===== src/tmr5_pkg.sv =====
`default_nettype none
package tmr5_pkg;

    localparam int unsigned NCH          = 5;
    localparam int unsigned PRESCALE_DIV = 12;
    localparam int unsigned SYS_CLK_HZ   = 20_000_000;

    // -------------------------------------------------------------------
    // Register indices (byte address on the bus is four times the index)
    // -------------------------------------------------------------------
    localparam logic [7:0] IDX_TCTL  = 8'h88;
    localparam logic [7:0] IDX_TMODE = 8'h89;
    localparam logic [7:0] IDX_AUX   = 8'h8e;
    localparam logic [7:0] IDX_ICLK  = 8'h8f;
    localparam logic [7:0] IDX_WAKEL = 8'haa;
    localparam logic [7:0] IDX_WAKEH = 8'hab;
    localparam logic [7:0] IDX_T34M  = 8'hd1;
    localparam logic [7:0] CNT_LO_IDX [NCH] =
        '{8'h8a, 8'h8b, 8'hd7, 8'hd5, 8'hd3};
    localparam logic [7:0] CNT_HI_IDX [NCH] =
        '{8'h8c, 8'h8d, 8'hd6, 8'hd4, 8'hd2};

    localparam logic [7:0] RST_BYTE  = 8'h00;
    localparam logic [7:0] ICLK_MASK = 8'h77;
    localparam logic [7:0] BYTE_ONES = 8'hff;
    localparam logic [15:0] CNT_ONES = 16'hffff;

    // -------------------------------------------------------------------
    // Field positions
    // -------------------------------------------------------------------
    localparam int TCTL_OVF1 = 7;
    localparam int TCTL_RUN1 = 6;
    localparam int TCTL_OVF0 = 5;
    localparam int TCTL_RUN0 = 4;
    localparam int TM_GATE1  = 7;
    localparam int TM_SRC1   = 6;
    localparam int TM_MODE1  = 4;
    localparam int TM_GATE0  = 3;
    localparam int TM_SRC0   = 2;
    localparam int TM_MODE0  = 0;
    localparam int AUX_DIV0  = 7;
    localparam int AUX_DIV1  = 6;
    localparam int AUX_RUN2  = 4;
    localparam int AUX_SRC2  = 3;
    localparam int AUX_DIV2  = 2;
    localparam int ICLK_CO0  = 0;
    localparam int ICLK_CO1  = 1;
    localparam int ICLK_CO2  = 2;
    localparam int T34_RUN4  = 7;
    localparam int T34_SRC4  = 6;
    localparam int T34_DIV4  = 5;
    localparam int T34_CO4   = 4;
    localparam int T34_RUN3  = 3;
    localparam int T34_SRC3  = 2;
    localparam int T34_DIV3  = 1;
    localparam int T34_CO3   = 0;

    typedef enum logic [1:0] {
        MODE_AUTO16, MODE_FREE16, MODE_AUTO8, MODE_SPECIAL
    } tmr5_mode_t;

    typedef struct packed {
        logic       run;
        logic       gate;
        logic       extSrc;
        logic       fast;
        tmr5_mode_t mode;
        logic       clkOutEn;
    } tmr5_cfg_t;

endpackage
`default_nettype wire


===== src/tmr5_timer_counter.sv =====
`default_nettype none
module tmr5_timer_counter #(
    parameter int unsigned ADDR_W   = 10,
    parameter int unsigned PRESCALE = tmr5_pkg::PRESCALE_DIV
) (
    input  wire logic                     sys_clk,
    input  wire logic                     arst_n,
    input  wire logic                     psel,
    input  wire logic                     penable,
    input  wire logic                     pwrite,
    input  wire logic [ADDR_W-1:0]        paddr,
    input  wire logic [31:0]              pwdata,
    output logic      [31:0]              prdata,
    output logic                          pready,
    output logic                          pslverr,
    input  wire logic [tmr5_pkg::NCH-1:0] countPin,
    input  wire logic [1:0]               extIrqPin,
    input  wire logic [1:0]               irqEnable,
    input  wire logic [1:0]               irqAck,
    output logic      [1:0]               irqReq,
    output logic      [tmr5_pkg::NCH-1:0] overflowTick,
    output logic      [tmr5_pkg::NCH-1:0] clockOut
);
    import tmr5_pkg::*;

    function automatic logic [7:0] regIndex(input logic [ADDR_W-1:0] a);
        regIndex = 8'(a[ADDR_W-1:2]);
    endfunction

    logic [7:0]  tctl;
    logic [7:0]  next_tctl;
    logic [7:0]  tmode;
    logic [7:0]  aux;
    logic [7:0]  iclk;
    logic [7:0]  wakeLo;
    logic [7:0]  wakeHi;
    logic [7:0]  t34m;
    logic [15:0] cnt    [NCH];
    logic [15:0] reload [NCH];
    logic [3:0]  preCnt;
    logic        tick12;
    logic [NCH-1:0] pinPrev;
    logic [NCH-1:0] pinEdge;
    tmr5_cfg_t   cfg    [NCH];
    logic [NCH-1:0] active;
    logic [NCH-1:0] step;
    logic [NCH-1:0] ovf;
    logic [NCH-1:0] auto16;
    logic [NCH-1:0] eight;
    logic [NCH-1:0] wrLo;
    logic [NCH-1:0] wrHi;
    logic [NCH-1:0] cntDirect;
    logic [7:0]  rdMux;
    logic        mapped;
    logic        wrEn;
    logic [7:0]  wrIdx;

    // -------------------------------------------------------------------
    // APB slave
    // -------------------------------------------------------------------
    always_comb begin
        rdMux  = RST_BYTE;
        mapped = (paddr[1:0] == 2'b00);
        case (regIndex(paddr))
            IDX_TCTL:  rdMux = tctl;
            IDX_TMODE: rdMux = tmode;
            IDX_AUX:   rdMux = aux;
            IDX_ICLK:  rdMux = iclk & ICLK_MASK;
            IDX_WAKEL: rdMux = wakeLo;
            IDX_WAKEH: rdMux = wakeHi;
            IDX_T34M:  rdMux = t34m;
            default: begin
                mapped = 1'b0;
                for (int c = 0; c < NCH; c++) begin
                    if (regIndex(paddr) == CNT_LO_IDX[c]) begin
                        rdMux  = cnt[c][7:0];
                        mapped = (paddr[1:0] == 2'b00);
                    end
                    if (regIndex(paddr) == CNT_HI_IDX[c]) begin
                        rdMux  = cnt[c][15:8];
                        mapped = (paddr[1:0] == 2'b00);
                    end
                end
            end
        endcase
    end

    assign wrIdx = regIndex(paddr);
    assign wrEn  = psel && penable && pready && pwrite && mapped;

    // Read data is captured in the setup cycle so prdata is a flop
    always_ff @(posedge sys_clk or negedge arst_n) begin
        if (!arst_n) begin
            pready  <= 1'b0;
            pslverr <= 1'b0;
            prdata  <= '0;
        end else begin
            pready  <= psel && !penable;
            pslverr <= psel && !penable && !mapped;
            if (psel && !penable) begin
                prdata <= {24'h00_0000, mapped ? rdMux : RST_BYTE};
            end
        end
    end

    // -------------------------------------------------------------------
    // Control registers
    // -------------------------------------------------------------------
    always_ff @(posedge sys_clk or negedge arst_n) begin
        if (!arst_n) begin
            tmode  <= RST_BYTE;
            aux    <= RST_BYTE;
            iclk   <= RST_BYTE;
            wakeLo <= RST_BYTE;
            wakeHi <= RST_BYTE;
            t34m   <= RST_BYTE;
        end else if (wrEn) begin
            case (wrIdx)
                IDX_TMODE: tmode  <= pwdata[7:0];
                IDX_AUX:   aux    <= pwdata[7:0];
                IDX_ICLK:  iclk   <= pwdata[7:0] & ICLK_MASK;
                IDX_WAKEL: wakeLo <= pwdata[7:0];
                IDX_WAKEH: wakeHi <= pwdata[7:0];
                IDX_T34M:  t34m   <= pwdata[7:0];
                default: begin
                end
            endcase
        end
    end

    always_comb begin
        next_tctl = tctl;
        if (wrEn && wrIdx == IDX_TCTL) begin
            next_tctl = pwdata[7:0];
        end
        if (irqAck[0]) begin
            next_tctl[TCTL_OVF0] = 1'b0;
        end
        if (irqAck[1]) begin
            next_tctl[TCTL_OVF1] = 1'b0;
        end
        if (ovf[0]) begin
            next_tctl[TCTL_OVF0] = 1'b1;
        end
        if (ovf[1]) begin
            next_tctl[TCTL_OVF1] = 1'b1;
        end
    end

    always_ff @(posedge sys_clk or negedge arst_n) begin
        if (!arst_n) begin
            tctl <= RST_BYTE;
        end else begin
            tctl <= next_tctl;
        end
    end

    always_ff @(posedge sys_clk or negedge arst_n) begin
        if (!arst_n) begin
            irqReq <= 2'b00;
        end else begin
            irqReq[0] <= tctl[TCTL_OVF0] &&
                         (irqEnable[0] || cfg[0].mode == MODE_SPECIAL);
            irqReq[1] <= tctl[TCTL_OVF1] && irqEnable[1];
        end
    end

    // -------------------------------------------------------------------
    // Channel configuration
    // -------------------------------------------------------------------
    // Source bits for 0 and 1
    // Source bits for 3 and 4
    always_comb begin
        cfg[0] = '{tctl[TCTL_RUN0], tmode[TM_GATE0], tmode[TM_SRC0],
                   aux[AUX_DIV0], tmr5_mode_t'(tmode[TM_MODE0 +: 2]),
                   iclk[ICLK_CO0]};
        cfg[1] = '{tctl[TCTL_RUN1], tmode[TM_GATE1], tmode[TM_SRC1],
                   aux[AUX_DIV1], tmr5_mode_t'(tmode[TM_MODE1 +: 2]),
                   iclk[ICLK_CO1]};
        cfg[2] = '{aux[AUX_RUN2], 1'b0, aux[AUX_SRC2], aux[AUX_DIV2],
                   MODE_AUTO16, iclk[ICLK_CO2]};
        cfg[3] = '{t34m[T34_RUN3], 1'b0, t34m[T34_SRC3], t34m[T34_DIV3],
                   MODE_AUTO16, t34m[T34_CO3]};
        cfg[4] = '{t34m[T34_RUN4], 1'b0, t34m[T34_SRC4], t34m[T34_DIV4],
                   MODE_AUTO16, t34m[T34_CO4]};
    end

    // -------------------------------------------------------------------
    // Shared prescaler and pin edges
    // -------------------------------------------------------------------
    assign tick12 = (preCnt == 4'(PRESCALE - 1));

    always_ff @(posedge sys_clk or negedge arst_n) begin
        if (!arst_n) begin
            preCnt <= '0;
        end else if (tick12) begin
            preCnt <= '0;
        end else begin
            preCnt <= preCnt + 4'd1;
        end
    end

    // One step per rising pin edge
    always_ff @(posedge sys_clk or negedge arst_n) begin
        if (!arst_n) begin
            pinPrev <= '0;
        end else begin
            pinPrev <= countPin;
        end
    end
    assign pinEdge = countPin & ~pinPrev;

    // -------------------------------------------------------------------
    // Count qualification and overflow
    // -------------------------------------------------------------------
    always_comb begin
        for (int c = 0; c < NCH; c++) begin
            active[c] = cfg[c].run;
            if (c < 2 && cfg[c].gate) begin
                active[c] = cfg[c].run && extIrqPin[1'(c)];
            end
            if (c == 1 && cfg[c].mode == MODE_SPECIAL) begin
                active[c] = 1'b0;
            end
            step[c] = active[c] && (cfg[c].extSrc ? pinEdge[c] :
                                    (cfg[c].fast ? 1'b1 : tick12));
            auto16[c] = (cfg[c].mode == MODE_AUTO16) ||
                        (cfg[c].mode == MODE_SPECIAL);
            eight[c]  = (cfg[c].mode == MODE_AUTO8);
            ovf[c] = step[c] && (eight[c] ? (cnt[c][7:0] == BYTE_ONES)
                                          : (cnt[c] == CNT_ONES));
            wrLo[c] = wrEn && wrIdx == CNT_LO_IDX[c];
            wrHi[c] = wrEn && wrIdx == CNT_HI_IDX[c];
            // Running reload channels keep counting; writes go to reload
            cntDirect[c] = !cfg[c].run || !auto16[c];
        end
    end

    // -------------------------------------------------------------------
    // Counters and hidden reload registers
    // -------------------------------------------------------------------
    always_ff @(posedge sys_clk or negedge arst_n) begin
        if (!arst_n) begin
            for (int c = 0; c < NCH; c++) begin
                cnt[c]    <= '0;
                reload[c] <= '0;
            end
        end else begin
            for (int c = 0; c < NCH; c++) begin
                if (wrLo[c]) begin
                    reload[c][7:0] <= pwdata[7:0];
                end
                if (wrHi[c]) begin
                    reload[c][15:8] <= pwdata[7:0];
                end
                if ((wrLo[c] || wrHi[c]) && cntDirect[c]) begin
                    if (wrLo[c]) begin
                        cnt[c][7:0] <= pwdata[7:0];
                    end
                    if (wrHi[c]) begin
                        cnt[c][15:8] <= pwdata[7:0];
                    end
                end else if (step[c]) begin
                    // Low byte reloads from high byte
                    if (eight[c]) begin
                        cnt[c][7:0] <= ovf[c] ? cnt[c][15:8]
                                              : cnt[c][7:0] + 8'd1;
                    end else if (ovf[c] && auto16[c]) begin
                        cnt[c] <= reload[c];
                    end else begin
                        cnt[c] <= cnt[c] + 16'd1;
                    end
                end
            end
        end
    end

    // -------------------------------------------------------------------
    // Overflow ticks and clock outputs
    // -------------------------------------------------------------------
    // Overflow ticks exported
    always_ff @(posedge sys_clk or negedge arst_n) begin
        if (!arst_n) begin
            overflowTick <= '0;
            clockOut     <= '0;
        end else begin
            overflowTick <= ovf;
            for (int c = 0; c < NCH; c++) begin
                if (ovf[c] && cfg[c].clkOutEn) begin
                    clockOut[c] <= ~clockOut[c];
                end
            end
        end
    end
endmodule
`default_nettype wire


===== config.mk =====
export PLATFORM = sky130hd
export DESIGN_NAME = tmr5_timer_counter
export DESIGN_NICKNAME = d
export VERILOG_FILES = /design/src/tmr5_pkg.sv /design/src/tmr5_timer_counter.sv
export SDC_FILE = /design/constraint.sdc
export NUM_CORES = 1
export LEC_CHECK = 0
export BUFFER_PORTS_ARGS = -buffer_cell sky130_fd_sc_hd__clkbuf_2
export CAP_MARGIN = 15
export CORE_ASPECT_RATIO = 0.8
export CORE_MARGIN = 4
export CORE_UTILIZATION = 30
export CTS_BUF_LIST = sky130_fd_sc_hd__clkbuf_4 sky130_fd_sc_hd__clkbuf_8 sky130_fd_sc_hd__clkbuf_16
export DETAILED_ROUTE_END_ITERATION = 16
export SYNTH_ARGS = -nofsm -noshare
export SYNTH_HDL_FRONTEND = slang
export SYNTH_SLANG_ARGS = --single-unit

===== constraint.sdc =====
create_clock -name sys_clk -period 2.2 [get_ports sys_clk]
set_input_delay 0.22 -clock sys_clk [delete_from_list [all_inputs] [get_ports sys_clk]]
set_output_delay 0.22 -clock sys_clk [all_outputs]
set_load 0.03 [all_outputs]

==> metrics.csv <==
metric,value,unit
status,"complete, but fails checks",
failed_checks,setup timing,
slowest_stage,sky130_fd_sc_hd__dfrtp_1,
number_of_iterations_in_the_first_detailed_routing_pass,6,
dominantRegCellSynth,sky130_fd_sc_hd__dfrtp_1,
synthesis.area,0.0146,sq mm
synth_area_leaders,"sky130_fd_sc_hd__dfrtp_1 (42%), sky130_fd_sc_hd__mux2_2 (11%), sky130_fd_sc_hd__nand2_1 (3.6%), sky130_fd_sc_hd__a21oi_1 (2.7%), sky130_fd_sc_hd__nor2_1 (2.6%)",
die_width,255,um
power,10200,uW
total_number_of_placement_rows,72,
crit_fanout,8,
gpl.final_weighted_congestion,0.982,
rsz_0062_raised_after_global_routing,true,
yosys_register_bits,245,
overflow,0,
ys_seq_area_share,42.0,%
drive_above_1_share,33.6,%
cts.reportedPaths.clkPinSlew,0.07,ns
core-area,0.0482,sq mm
totalNegativeSetupSlack,-0.753,ns
drc_errors,0,
clock-sinks,245,
worst-endpoint-arrival,2.81,ns
syn_area_cell,9.78,sq um
pin_count,104,
post_drt_wl_per_cell,22.6,um
worst_ep_required_time,2.68,ns
vias_in_the_first_global_route,12900,
die_footprint,0.0523,sq mm
timing_max_transition_violations_final,0,
tritoncts,built,
cts_htree_levels,1,
synth_largest_type_area_fraction,42.0,%
clockRootBuffer,sky130_fd_sc_hd__clkbuf_16,
finalWorstSetupSlack,-0.126,ns
num-nets-final,1830,
cts.path.max_buffers,3,
ys_async_sr_fraction,100,%
power.static_leakage,0.00859,uW
port_buffers,54,
placement.setup.worst_slack,-0.300,ns
detail_route.iter0.violations,1480,
worst_ir_drop_vdd,0.520,mV
slew-limit-headroom,43.6,%
worst_hold_path_type,in -> reg,
filler_cell_count,4744,
maxCapViolations,0,
cp_cell_sequence,ha_2 > or3b_4 > a221oi_2 > buf_4 > nand4b_1 > buf_6 > buf_4 > nand3_2 > a21oi_1 > a21oi_1,
synthToLayoutAreaGrowth,28.8,%
antenna_found_initial,1,
skew,0.0160,ns
post-route-period-util,106,%
global_route_usage_sum,19.9,%
pwr_density_cell,545,mW/mm^2
critical-path-max-stage-delay,0.43,ns
detail_route.wirelength,54300,um
detail-route-antenna-nets,0,
die_height,205,um
final-setup-viol-count,12,
critPathKind,reg -> reg,
clk_latency,0.56,ns
timing.critical_path.to_type,flip-flop,
yosys_warnings,0,
synth_edf_count,0,
hold-worst-slack,0.149,ns
synth_cells,1493,
ant_diodes,0,
grt_pass1_wl,80400,um
finalHoldViolCount,0,
fmax,0.430,GHz
final_cell_mix,"sky130_fd_sc_hd__dfrtp_1 (245), sky130_fd_sc_hd__buf_4 (244), sky130_fd_sc_hd__mux2_2 (138), sky130_fd_sc_hd__nand2_1 (138), sky130_fd_sc_hd__nor2_1 (102)",
grt_start_max_net_pins,67,
hpwl_after_detailed_placement,39500,um
cts_made_buffers,27,
tightestPinTransition,0.845,ns
synth_top_cell_by_area,sky130_fd_sc_hd__dfrtp_1,
start_util,30.3,%
routed_via_density,5.68,
timing.critical_path.from_type,flip-flop,
layout.cells.most_common,sky130_fd_sc_hd__dfrtp_1,
yosysUniqueCellTypes,91,
layout_min_cycle_time,2.33,ns
routed-via-count,13700,
## worst paths after layout
| path | startpoint | end | slack [ns] | depth (start not counted) |
|---|---|---|---|---|
| setup / recovery | tmode[5] | cnt[59] | -0.13 | 10 |
| hold / removal | psel | pslverr | 0.15 | 4 |
| setup reg to reg | tmode[5] | cnt[59] | -0.13 | 10 |
| hold reg to reg | clockOut[3] | clockOut[3] | 0.47 | 1 |
| max in group asynchronous | arst_n | t34m[0] | 1.23 | 3 |
| min in group asynchronous | arst_n | reload[56] | 0.23 | 2 |
## per-layer routing
metal | wire [um] | vias to the layer above | GRT usage (%)
met5 | 0 | - | 0
met4 | 1540 | 0 | 4.91
met3 | 4840 | 104 | 3.90
met2 | 22100 | 665 | 27.8
met1 | 25800 | 6850 | 31.3
li1 | - | 6056 | -
## cells in the mapped netlist (all sizes together) (10+ instances only)
cell type	n
o21ai	47
a21o	10
mux2	141
xnor2	28
a211oi	14
a21oi	78
nand2b	18
and4	11
nand2	143
and2	14
o22a	11
nor3	41
o211ai	36
a22oi	12
clkbuf	56
dfrtp	245
a31oi	46
ha	10
nor4	10
nor2	108
and3	18
nand3	63
inv	31
nand4	32
nor2b	11
o31ai	14
xor2	14
mux2i	19
o22ai	19
buf	66
## area by class of cell
cell class	instances	area (sq um)	share of cell area [%]
Clock buffer	33	739	3.93
Clock inverter	14	208	1.10
Inverter	31	116	0.619
Multi-Input combinational cell	1119	8070	42.9
Sequential cell	245	6130	32.6
Tap cell	629	787	4.19
Timing Repair Buffer	338	2750	14.6
## cells by family after synthesis
group | after synthesis | synth area share (%)
buf+inv | 153 | 4.99
xor+xnor | 42 | 2.52
mux | 166 | 13.1
simple gates | 501 | 18.6
fa+ha+maj | 10 | 0.857
other cells | 1 | 0.0257
compound gates | 375 | 17.9
flops | 245 | 42.0
## power breakdown
| part | internal [uW] | switching, uW | total (uW) |
|---|---|---|---|
| logic | 241 | 543 | 784 |
| registers | 4520 | 14.5 | 4540 |
| clock network | 2970 | 1960 | 4920 |
| total | 7730 | 2510 | 10200 |
## timing repair
action | CTS | global route
gates cloned | 1 | 4
buffers inserted | 0 | 13
setup endpoints to repair | 36 | 53
resized for setup | 20 | 37
hold buffers | 10 | 0
pin swaps | 3 | 23
endpoints found under the hold margin | 67 | 0
## registers in the layout, summed over array words and instances, names as in the netlist
| name | flops |
|---|---|
| reload | 80 |
| cnt | 80 |
| t34m | 8 |
| wakeHi | 8 |
| irqReq | 2 |
| prdata | 8 |
| preCnt | 4 |
| tctl | 8 |
| clockOut | 5 |
| pslverr | 1 |
| overflowTick | 5 |
| pready | 1 |
| pinPrev | 5 |
| iclk | 6 |
| wakeLo | 8 |
| tmode | 8 |
| aux | 8 |
## worst max-delay path, delay by kind of cell, from the launching register on
kind,cells,cell delay [ns]
AND/OR/NAND/NOR,3,0.64
adder cells (fa/ha/maj),1,0.21
flip-flops,1,0.43
buffers and inverters,3,0.57
AO/OA/AOI/OAI,3,0.39
## per-stage QoR
stage | cell area [sq um] | std cells | util, %
global placement | 17400 | 2334 | 36.0
finish | 18800 | 2409 | 39.0
CTS | 18500 | 2392 | 38.3
global route | 18800 | 2409 | 39.0
detailed placement | 17400 | 2334 | 36.0
floorplan | 14700 | 1516 | -
(Power assumes the default switching activity.)
